<file path="config.mk">
export PLATFORM = sky130hd
export DESIGN_NAME = wpd_wakeup_debouncer
export DESIGN_NICKNAME = d
export VERILOG_FILES = /design/src/design/wpd_pkg.sv /design/src/design/wpd_tamper_filter.sv /design/src/design/wpd_wakeup_debouncer.sv
export SDC_FILE = /design/constraint.sdc
export NUM_CORES = 1
export LEC_CHECK = 0
export BUFFER_PORTS_ARGS = -buffer_cell sky130_fd_sc_hd__buf_2
export CORE_ASPECT_RATIO = 2
export CORE_MARGIN = 2
export CORE_UTILIZATION = 25
export CTS_BUF_LIST = sky130_fd_sc_hd__clkbuf_8
export CTS_CLUSTER_DIAMETER = 40
export DETAILED_ROUTE_END_ITERATION = 16
export HOLD_SLACK_MARGIN = 0.02
export PLACE_DENSITY = 0.48
export SLEW_MARGIN = 40
export SYNTH_ARGS = -nofsm -noshare
export SYNTH_HDL_FRONTEND = slang
export SYNTH_HIERARCHICAL = 1
export SYNTH_SLANG_ARGS = --single-unit
</file>
<file path="constraint.sdc">
create_clock -name clk_sys -period 4.5 [get_ports clk_sys]
set_input_delay 0.675 -clock clk_sys [delete_from_list [all_inputs] [get_ports clk_sys]]
set_output_delay 0.675 -clock clk_sys [all_outputs]
set_load 0.03 [all_outputs]
</file>
<file path="src/design/wpd_pkg.sv">
/*
  Constants shared by the wakeup-pin debouncer: register offsets, field
  positions, reset values, debounce counts and the debouncer state type.
  Assumes a byte-addressed register port with 32-bit aligned words.
*/
package wpd_pkg;

  // ==========================================================
  // Register offsets
  localparam logic [7:0] WPD_OFF_MODE = 8'h00;
  localparam logic [7:0] WPD_OFF_INPUTS = 8'h04;
  localparam logic [7:0] WPD_OFF_STATUS = 8'h08;
  localparam logic [7:0] WPD_OFF_IRQ_STATUS = 8'h0C;
  localparam logic [7:0] WPD_OFF_IRQ_CLEAR = 8'h10;
  localparam logic [7:0] WPD_OFF_IRQ_ENABLE = 8'h14;

  // ==========================================================
  // Field positions
  localparam int unsigned WPD_MODE_DBC_LSB = 0;
  localparam int unsigned WPD_MODE_DBC_W = 3;
  localparam int unsigned WPD_MODE_TAMPER_LSB = 4;
  localparam int unsigned WPD_INPUTS_EN_LSB = 0;
  localparam int unsigned WPD_INPUTS_POL_LSB = 16;
  localparam int unsigned WPD_STATUS_SRC_LSB = 0;
  localparam int unsigned WPD_STATUS_WAKE_BIT = 16;
  localparam int unsigned WPD_STATUS_TAMPER_LSB = 17;
  localparam int unsigned WPD_IRQ_WAKE_BIT = 0;
  localparam int unsigned WPD_IRQ_TAMPER_LSB = 1;
  localparam int unsigned WPD_IRQ_W = 3;
  localparam int unsigned WPD_TAMPER_N = 2;

  // ==========================================================
  // Reset values
  localparam logic [31:0] WPD_MODE_RESET = 32'h0000_0000;
  localparam logic [31:0] WPD_INPUTS_RESET = 32'h0000_0000;
  localparam logic [2:0] WPD_IRQ_RESET = 3'h0;

  // ==========================================================
  // Debounce counts in slow clock cycles
  localparam int unsigned WPD_CNT_W = 16;
  localparam logic [15:0] WPD_DBC_CYC_IMM = 16'h0001;
  localparam logic [15:0] WPD_DBC_CYC_3 = 16'h0003;
  localparam logic [15:0] WPD_DBC_CYC_32 = 16'h0020;
  localparam logic [15:0] WPD_DBC_CYC_512 = 16'h0200;
  localparam logic [15:0] WPD_DBC_CYC_4096 = 16'h1000;
  localparam int unsigned WPD_DBC_CYC_LONG_DEFAULT = 32768;
  localparam int unsigned WPD_TAMPER_CYC_DEFAULT = 16;
  localparam int unsigned WPD_PINS_DEFAULT = 14;

  // ==========================================================
  // Shared debouncer states
  typedef enum logic [2:0] {
    WPD_ST_IDLE = 3'b001,
    WPD_ST_COUNT = 3'b010,
    WPD_ST_HELD = 3'b100
  } wpd_dbc_state_t;

endpackage : wpd_pkg

</file>
<file path="src/design/wpd_tamper_filter.sv">
/*
  Low-power tamper debouncer for one wakeup input.
  Assumes pin_active is already synchronised to clk_sys.
*/
`timescale 1ns/100ps
`default_nettype none

module wpd_tamper_filter
  import wpd_pkg::*;
#(
  parameter int unsigned CYCLES = WPD_TAMPER_CYC_DEFAULT
) (
  input wire logic clk_sys,
  input wire logic reset_n,
  input wire logic enable,
  input wire logic pin_active,
  output logic tamper_hit
);

  localparam logic [15:0] CYC = 16'(CYCLES);

  if (CYCLES < 1 || CYCLES > 65535) begin : g_chk
    $error("wpd_tamper_filter: CYCLES out of range");
  end

  logic [15:0] cnt_reg;
  logic [15:0] cnt_next;
  logic hit_reg;
  logic hit_next;

  // ==========================================================
  // Consecutive-active counter, one hit per active period
  always_comb begin
    cnt_next = cnt_reg;
    hit_next = 1'b0;
    if (!enable || !pin_active) begin
      cnt_next = 16'h0000;
    end else if (cnt_reg != CYC) begin
      cnt_next = cnt_reg + 16'h0001;
      hit_next = (cnt_next == CYC);
    end
  end

  always_ff @(posedge clk_sys) begin
    if (!reset_n) begin
      cnt_reg <= 16'h0000;
      hit_reg <= 1'b0;
    end else begin
      cnt_reg <= cnt_next;
      hit_reg <= hit_next;
    end
  end

  assign tamper_hit = hit_reg;
endmodule : wpd_tamper_filter

`default_nettype wire

</file>
<file path="src/design/wpd_wakeup_debouncer.sv">
/*
  Wakeup-pin debouncer with two low-power tamper debouncers and a small
  register port. Runs on the slow clock; wakeup pins are asynchronous.
  Registers are reset only by reset_n, the backup-domain reset.
*/
// Our own choices: the register addresses and the plain strobed port.
`timescale 1ns/100ps
`default_nettype none

// Overview of operation
// - Enabled wakeup pins are ORed into one shared debounce counter.
// - Select field picks 3, 32, 512, 4096 or 32768 cycle periods.
// - Select zero wakes after one cycle of an active enabled pin.
// - Active for the full period starts core wakeup and captures all pins.
// - A later wakeup overwrites the captured source record.
// - Two separate low-power debouncers serve wakeup inputs zero and one.
// - Tamper enable bit makes its debouncer raise a system wakeup.
// - Tamper detection also works while the core supply is powered.
// - RTC waveform outputs keep running in backup and low-power modes.
// - Mode, input and status registers live in the backup domain.
module wpd_wakeup_debouncer
  import wpd_pkg::*;
#(
  parameter int unsigned PINS = WPD_PINS_DEFAULT,
  parameter int unsigned DBC_LONG_CYCLES = WPD_DBC_CYC_LONG_DEFAULT,
  parameter int unsigned TAMPER_CYCLES = WPD_TAMPER_CYC_DEFAULT
) (
  input wire logic clk_sys,
  input wire logic reset_n,
  input wire logic [7:0] reg_addr,
  input wire logic [31:0] reg_wdata,
  input wire logic reg_wr,
  input wire logic reg_rd,
  output logic [31:0] reg_rdata,
  input wire logic [PINS-1:0] wakeup_pin,
  input wire logic core_powered,
  input wire logic [1:0] rtc_wave_src,
  output logic [1:0] rtc_waveform_output,
  output logic core_wakeup_start,
  output logic irq
);

  localparam logic [15:0] DBC_LONG = 16'(DBC_LONG_CYCLES);

  if (PINS < WPD_TAMPER_N || PINS > 16) begin : g_chk_pins
    $error("wpd_wakeup_debouncer: PINS must be 2 to 16");
  end
  if (DBC_LONG_CYCLES <= 4096 || DBC_LONG_CYCLES > 65535) begin : g_chk_long
    $error("wpd_wakeup_debouncer: DBC_LONG_CYCLES out of range");
  end

  // ==========================================================
  // Pin synchronisers
  logic [PINS-1:0] pin_meta_reg;
  logic [PINS-1:0] pin_sync_reg;

  always_ff @(posedge clk_sys) begin
    if (!reset_n) begin
      pin_meta_reg <= '0;
      pin_sync_reg <= '0;
    end else begin
      pin_meta_reg <= wakeup_pin;
      pin_sync_reg <= pin_meta_reg;
    end
  end

  // ==========================================================
  // Registers
  logic [31:0] mode_reg;
  logic [31:0] mode_next;
  logic [31:0] inputs_reg;
  logic [31:0] inputs_next;
  logic [2:0] irq_en_reg;
  logic [2:0] irq_en_next;
  logic [2:0] irq_st_reg;
  logic [2:0] irq_st_next;
  logic [31:0] rdata_reg;
  logic [31:0] rdata_next;
  logic [PINS-1:0] src_reg;
  logic [PINS-1:0] src_next;
  logic wake_seen_reg;
  logic wake_seen_next;
  logic [1:0] tamper_seen_reg;
  logic [1:0] tamper_seen_next;

  logic [2:0] dbc_sel;
  logic [1:0] tamper_en;
  logic [PINS-1:0] pin_en;
  logic [PINS-1:0] pin_pol;
  logic [PINS-1:0] pin_active;
  logic combined;
  logic [15:0] period;
  logic [1:0] tamper_hit;
  logic [2:0] irq_events;
  logic [31:0] status_word;

  assign dbc_sel = mode_reg[WPD_MODE_DBC_LSB +: WPD_MODE_DBC_W];
  assign tamper_en = mode_reg[WPD_MODE_TAMPER_LSB +: WPD_TAMPER_N];
  assign pin_en = inputs_reg[WPD_INPUTS_EN_LSB +: PINS];
  assign pin_pol = inputs_reg[WPD_INPUTS_POL_LSB +: PINS];
  assign pin_active = ~(pin_sync_reg ^ pin_pol);
  assign combined = |(pin_active & pin_en);

  // Period lookup
  always_comb begin
    case (dbc_sel)
      3'h0: period = WPD_DBC_CYC_IMM;
      3'h1: period = WPD_DBC_CYC_3;
      3'h2: period = WPD_DBC_CYC_32;
      3'h3: period = WPD_DBC_CYC_512;
      3'h4: period = WPD_DBC_CYC_4096;
      default: period = DBC_LONG;
    endcase
  end

  // ==========================================================
  // Shared debounce counter
  wpd_dbc_state_t state_reg;
  wpd_dbc_state_t state_next;
  logic [15:0] cnt_reg;
  logic [15:0] cnt_next;
  logic fire_reg;
  logic fire_next;

  always_comb begin
    state_next = state_reg;
    cnt_next = cnt_reg;
    fire_next = 1'b0;
    case (state_reg)
      WPD_ST_IDLE: begin
        cnt_next = 16'h0000;
        if (combined) begin
          cnt_next = 16'h0001;
          if (16'h0001 >= period) begin
            fire_next = 1'b1;
            state_next = WPD_ST_HELD;
          end else begin
            state_next = WPD_ST_COUNT;
          end
        end
      end
      WPD_ST_COUNT: begin
        if (!combined) begin
          cnt_next = 16'h0000;
          state_next = WPD_ST_IDLE;
        end else begin
          cnt_next = cnt_reg + 16'h0001;
          if (cnt_next >= period) begin
            fire_next = 1'b1;
            state_next = WPD_ST_HELD;
          end
        end
      end
      WPD_ST_HELD: begin
        // No new wakeup until the condition has gone away
        if (!combined) begin
          cnt_next = 16'h0000;
          state_next = WPD_ST_IDLE;
        end
      end
      default: begin
        cnt_next = 16'h0000;
        state_next = WPD_ST_IDLE;
      end
    endcase
  end

  always_ff @(posedge clk_sys) begin
    if (!reset_n) begin
      state_reg <= WPD_ST_IDLE;
      cnt_reg <= 16'h0000;
      fire_reg <= 1'b0;
    end else begin
      state_reg <= state_next;
      cnt_reg <= cnt_next;
      fire_reg <= fire_next;
    end
  end

  // ==========================================================
  // Tamper debouncers on inputs zero and one
  for (genvar i = 0; i < WPD_TAMPER_N; i++) begin : g_tamper
    wpd_tamper_filter #(
      .CYCLES(TAMPER_CYCLES)
    ) u_filter (
      .clk_sys(clk_sys),
      .reset_n(reset_n),
      .enable(tamper_en[i]),
      .pin_active(pin_active[i]),
      .tamper_hit(tamper_hit[i])
    );
  end

  // ==========================================================
  // Register writes, captures and interrupts
  assign irq_events = {tamper_hit, fire_reg};

  always_comb begin
    mode_next = mode_reg;
    inputs_next = inputs_reg;
    irq_en_next = irq_en_reg;
    irq_st_next = irq_st_reg;
    src_next = src_reg;
    wake_seen_next = wake_seen_reg;
    tamper_seen_next = tamper_seen_reg | tamper_hit;
    if (reg_wr) begin
      case (reg_addr)
        WPD_OFF_MODE: mode_next = reg_wdata;
        WPD_OFF_INPUTS: inputs_next = reg_wdata;
        WPD_OFF_IRQ_ENABLE: irq_en_next = reg_wdata[WPD_IRQ_W-1:0];
        WPD_OFF_IRQ_CLEAR: irq_st_next = irq_st_reg & ~reg_wdata[2:0];
        default: ;
      endcase
    end
    irq_st_next = irq_st_next | irq_events;
    if (fire_next) begin
      src_next = pin_active;
      wake_seen_next = 1'b1;
    end
  end

  always_ff @(posedge clk_sys) begin
    // Only the backup-domain reset clears these; core power is ignored
    if (!reset_n) begin
      mode_reg <= WPD_MODE_RESET;
      inputs_reg <= WPD_INPUTS_RESET;
      irq_en_reg <= WPD_IRQ_RESET;
      irq_st_reg <= WPD_IRQ_RESET;
      src_reg <= '0;
      wake_seen_reg <= 1'b0;
      tamper_seen_reg <= 2'h0;
    end else begin
      mode_reg <= mode_next;
      inputs_reg <= inputs_next;
      irq_en_reg <= irq_en_next;
      irq_st_reg <= irq_st_next;
      src_reg <= src_next;
      wake_seen_reg <= wake_seen_next;
      tamper_seen_reg <= tamper_seen_next;
    end
  end

  // ==========================================================
  // Read port
  always_comb begin
    status_word = 32'h0000_0000;
    status_word[WPD_STATUS_SRC_LSB +: PINS] = src_reg;
    status_word[WPD_STATUS_WAKE_BIT] = wake_seen_reg;
    status_word[WPD_STATUS_TAMPER_LSB +: WPD_TAMPER_N] = tamper_seen_reg;
    rdata_next = 32'h0000_0000;
    if (reg_rd) begin
      case (reg_addr)
        WPD_OFF_MODE: rdata_next = mode_reg;
        WPD_OFF_INPUTS: rdata_next = inputs_reg;
        WPD_OFF_STATUS: rdata_next = status_word;
        WPD_OFF_IRQ_STATUS: rdata_next = {29'h0, irq_st_reg};
        WPD_OFF_IRQ_ENABLE: rdata_next = {29'h0, irq_en_reg};
        default: rdata_next = 32'h0000_0000;
      endcase
    end
  end

  // ==========================================================
  // Outputs
  logic wake_out_reg;
  logic [1:0] rtc_reg;

  always_ff @(posedge clk_sys) begin
    if (!reset_n) begin
      rdata_reg <= 32'h0000_0000;
      wake_out_reg <= 1'b0;
      rtc_reg <= 2'h0;
    end else begin
      rdata_reg <= rdata_next;
      wake_out_reg <= fire_next | (|tamper_hit);
      rtc_reg <= rtc_wave_src;
    end
  end

  assign reg_rdata = rdata_reg;
  assign core_wakeup_start = wake_out_reg;
  assign rtc_waveform_output = rtc_reg;
  assign irq = |(irq_st_reg & irq_en_reg);
endmodule : wpd_wakeup_debouncer

`default_nettype wire

</file>
==> reports/metrics.cfg <==
[status]
status = complete, no violations

[yosys]
synth_seq_cells = 204
synthMuxAreaShare_pct = 2.01
synth_top_family_by_area = simple AND/OR/NAND/NOR gates
synth_fa_ha_area_share_pct = 1.88
synth-simple-area-share_pct = 24.4
synth_xor_area_share_pct = 5.77
ys.flop_type = dfxtp_1
syn_nets = 1070
syn_avg_cell_area_um2 = 8.69
netlist_instances = 996
ys_types = 57
synth-compound-area-share_pct = 15.0
yosysTopAreaCell = dfxtp_1
ys_warn_count = 6
async_flop_share_pct = 0
syn_area_um2 = 8650
yosysSeqAreaShare_pct = 47.2
yosysTopAreaCellShare_pct = 47.2
synthTopCellsByArea = dfxtp_1 (47%), nand2_1 (7.7%), a21oi_1 (5.7%), nor2_1 (4.1%), xnor2_1 (3.3%)
synth-edff-count = 0

[cts]
path_clk_slew_ns = 0.06
ctsLongestPathBuffers = 3
hold_buffers = 0
cts_made_buffers = 31
postCtsResizedCells = 0
cts_setup_buffers = 0
cts-root-buf = clkbuf_8
cts_tree = yes
clk-insertion-delay-late_ns = 0.61
clock-sinks = 204
htreeDepth = 1

[placement]
place.gp.congestion = 0.795
io_buffers = 95
pre_cts_slack_ns = 0.850
place.detailed.hpwl_um = 18100
placed_area_um2 = 9500

[timing]
fmax_mhz = 276
setup_viol = 0
drv_slew = 0
relSlewSlack_pct = 50.4
skew_ns = 0.0141
rsz0062_at_grt = no
tightest_slew_ns = 0.744
min_period_over_period_pct = 80.5
finalCriticalPeriod_ns = 3.62
setup_tns_ns = 0
hold_violations = 0
fin_ws_ns = 0.878

[worst_setup_path]
path_cells = ha_1 -> inv_1 -> nor3_2 -> nand3_1 -> xnor2_1 -> ha_1 -> and2_1 -> o2111a_1 -> o41ai_4 -> a21o_4 -> nand2_4 -> o31a_1
required_ns = 4.99
worstRegToRegCells = 12
rrSetupSlack_ns = 0.88
cp_slowest_cell = dfxtp_1
r2r_start = cnt_reg[0]$_SDFFE_PN0P_
cpPeakStageDelay_ns = 0.49
cpMostUsedCell = ha_1
path_delay_family = compound AO/OA/AOI/OAI gates
path_buf_inv = 1
crit_fanout = 12
start_kind = register
endpoint_kind = register
worst_r2r_endpoint = core_wakeup_start$_SDFF_PN0_
path_class = reg -> reg
arrival_ns = 4.12

[routing]
drc = 0
via_count = 7295
routedWlPerCell_um = 16.7
avgViaCountPerCell = 4.75
dr_wl_met2_um = 14400
top_layer = met5
dr.pass1.iters = 6
drtIter0Drc = 481
wl_met1_um = 9270
wl_um = 25700
wl_met3_um = 1190
drtAntennaViolNets = 0

[die]
die_area_um2 = 36200
die_width_um = 136
dieHeight_um = 267
fp.coreArea_um2 = 34200
start_util_pct = 25.3
num_rows = 96
io_pins = 97

[power_and_ir_drop]
power.density_nw_per_um2 = 350
total_power_mw = 3.55
p_comb_share_pct = 2.7
p_int_mw = 2.73
seq_power_share_pct = 51.4
p_sw_uw = 829
power.leakage_nw = 3.58
power_frac_clock_pct = 45.8
peakVddDrop_mv = 0.154
swShare_pct = 23.3

[final_layout]
final_area_um2 = 10200
area_growth_pct = 17.4
final_layout_size_suffix_gt1_share_pct = 16.6
num-nets-final = 1147
utilization_pct = 29.7

[worst_hold_path]
hold_depth = 2
hold_class = in -> reg
worstHoldStart = rtc_wave_src[0]
worstHoldEndpoint = rtc_waveform_output[0]$_SDFF_PN0_

[global_routing]
grt_overflow = 0
grt_pass1_vias = 7323
grt_pass1_wl_um = 39700
grt_max_degree = 44
track_usage_pct = 14.1
grt_antenna_before_repair = 6

[run]
drv_cap = 0

cells in the mapped netlist, types with 3 or more instances:
master / instances
a211oi_1: 4
a21oi_1: 99
a222oi_1: 18
a22oi_1: 26
a31oi_1: 8
and2_1: 42
and3_1: 5
and4_1: 6
buf_2: 4
buf_6: 6
clkbuf_1: 51
dfxtp_1: 204
ha_1: 13
inv_1: 9
mux2_2: 3
mux2i_1: 14
nand2_1: 177
nand2_4: 3
nand2b_1: 6
nand3_1: 32
nand3b_1: 6
nand4_1: 10
nor2_1: 94
nor2b_1: 8
nor3_1: 20
nor4_1: 6
o21a_1: 5
o21ai_0: 15
o31a_1: 3
or3_1: 6
xnor2_1: 33
xor2_1: 24
kinds of logic after synthesis:
logic type / Yosys count
AOI/OAI and AO/OA: 194
xor gates and xnor gates: 57
adders and majority gates: 13
buffers and inverters: 72
DFF: 204
muxes: 17
and+or+nand+nor: 439
placed cells by master (no fill, tap or decap), types with 10 or more instances in the layout:
cell,count
clkbuf_8,41
ha_1,13
buf_4,12
a21oi_1,99
a222oi_1,18
a22oi_1,26
nand4_1,10
nand3_1,32
xnor2_1,33
and2_1,42
nand2_1,177
xor2_1,24
nor2_1,93
mux2i_1,14
inv_1,13
buf_2,95
nor3_1,19
o21ai_0,15
dfxtp_1,204
how the worst max path moves through the flow:
stage,endpoint,slack [ns],cells past startpoint,from
2_1_floorplan,wake_seen_reg$_SDFFE_PN0P_,1.34,14,cnt_reg[0]$_SDFFE_PN0P_
3_3_place_gp,core_wakeup_start$_SDFF_PN0_,0.90,12,cnt_reg[0]$_SDFFE_PN0P_
3_5_place_dp,core_wakeup_start$_SDFF_PN0_,0.85,12,cnt_reg[0]$_SDFFE_PN0P_
4_1_cts,core_wakeup_start$_SDFF_PN0_,0.85,12,cnt_reg[0]$_SDFFE_PN0P_
5_1_grt,core_wakeup_start$_SDFF_PN0_,0.68,12,cnt_reg[0]$_SDFFE_PN0P_
6_report,core_wakeup_start$_SDFF_PN0_,0.88,12,cnt_reg[0]$_SDFFE_PN0P_
area by class of cell:
class | count | area (um^2)
clock buffer | 41 | 564
inverter | 9 | 36.3
clock inverter | 12 | 86.3
sequential | 204 | 4080
tap | 441 | 552
antenna | 3 | 7.51
fill | 3706 | 24100
multi-input combinational | 720 | 4260
timing repair buffer | 107 | 566
layer usage:
layer | vias to the layer above | track usage (%)
met3 | 59 | 2.23
li1 | 3593 | -
met4 | 4 | 6.22
met2 | 178 | 27.8
met5 | - | 0
met1 | 3461 | 14.1
power by group through the flow:
stage	clock (mW)	sequential [mW]	combinational [mW]
finish	1.63	1.83	0.0976
global route	1.75	1.83	0.108
CTS	1.68	1.83	0.0997
detailed placement	0	1.87	0.0995
global placement	0	1.87	0.0981
floorplan	0	1.87	0.0443
metrics by stage:
stage	hold slack (ns)	cells
4_1_cts	0.241	1534
2_1_floorplan	0.412	996
3_3_place_gp	0.421	1481
6_report	0.278	1537
5_1_grt	0.264	1537
3_5_place_dp	0.421	1481
(Power assumes the default switching activity.)
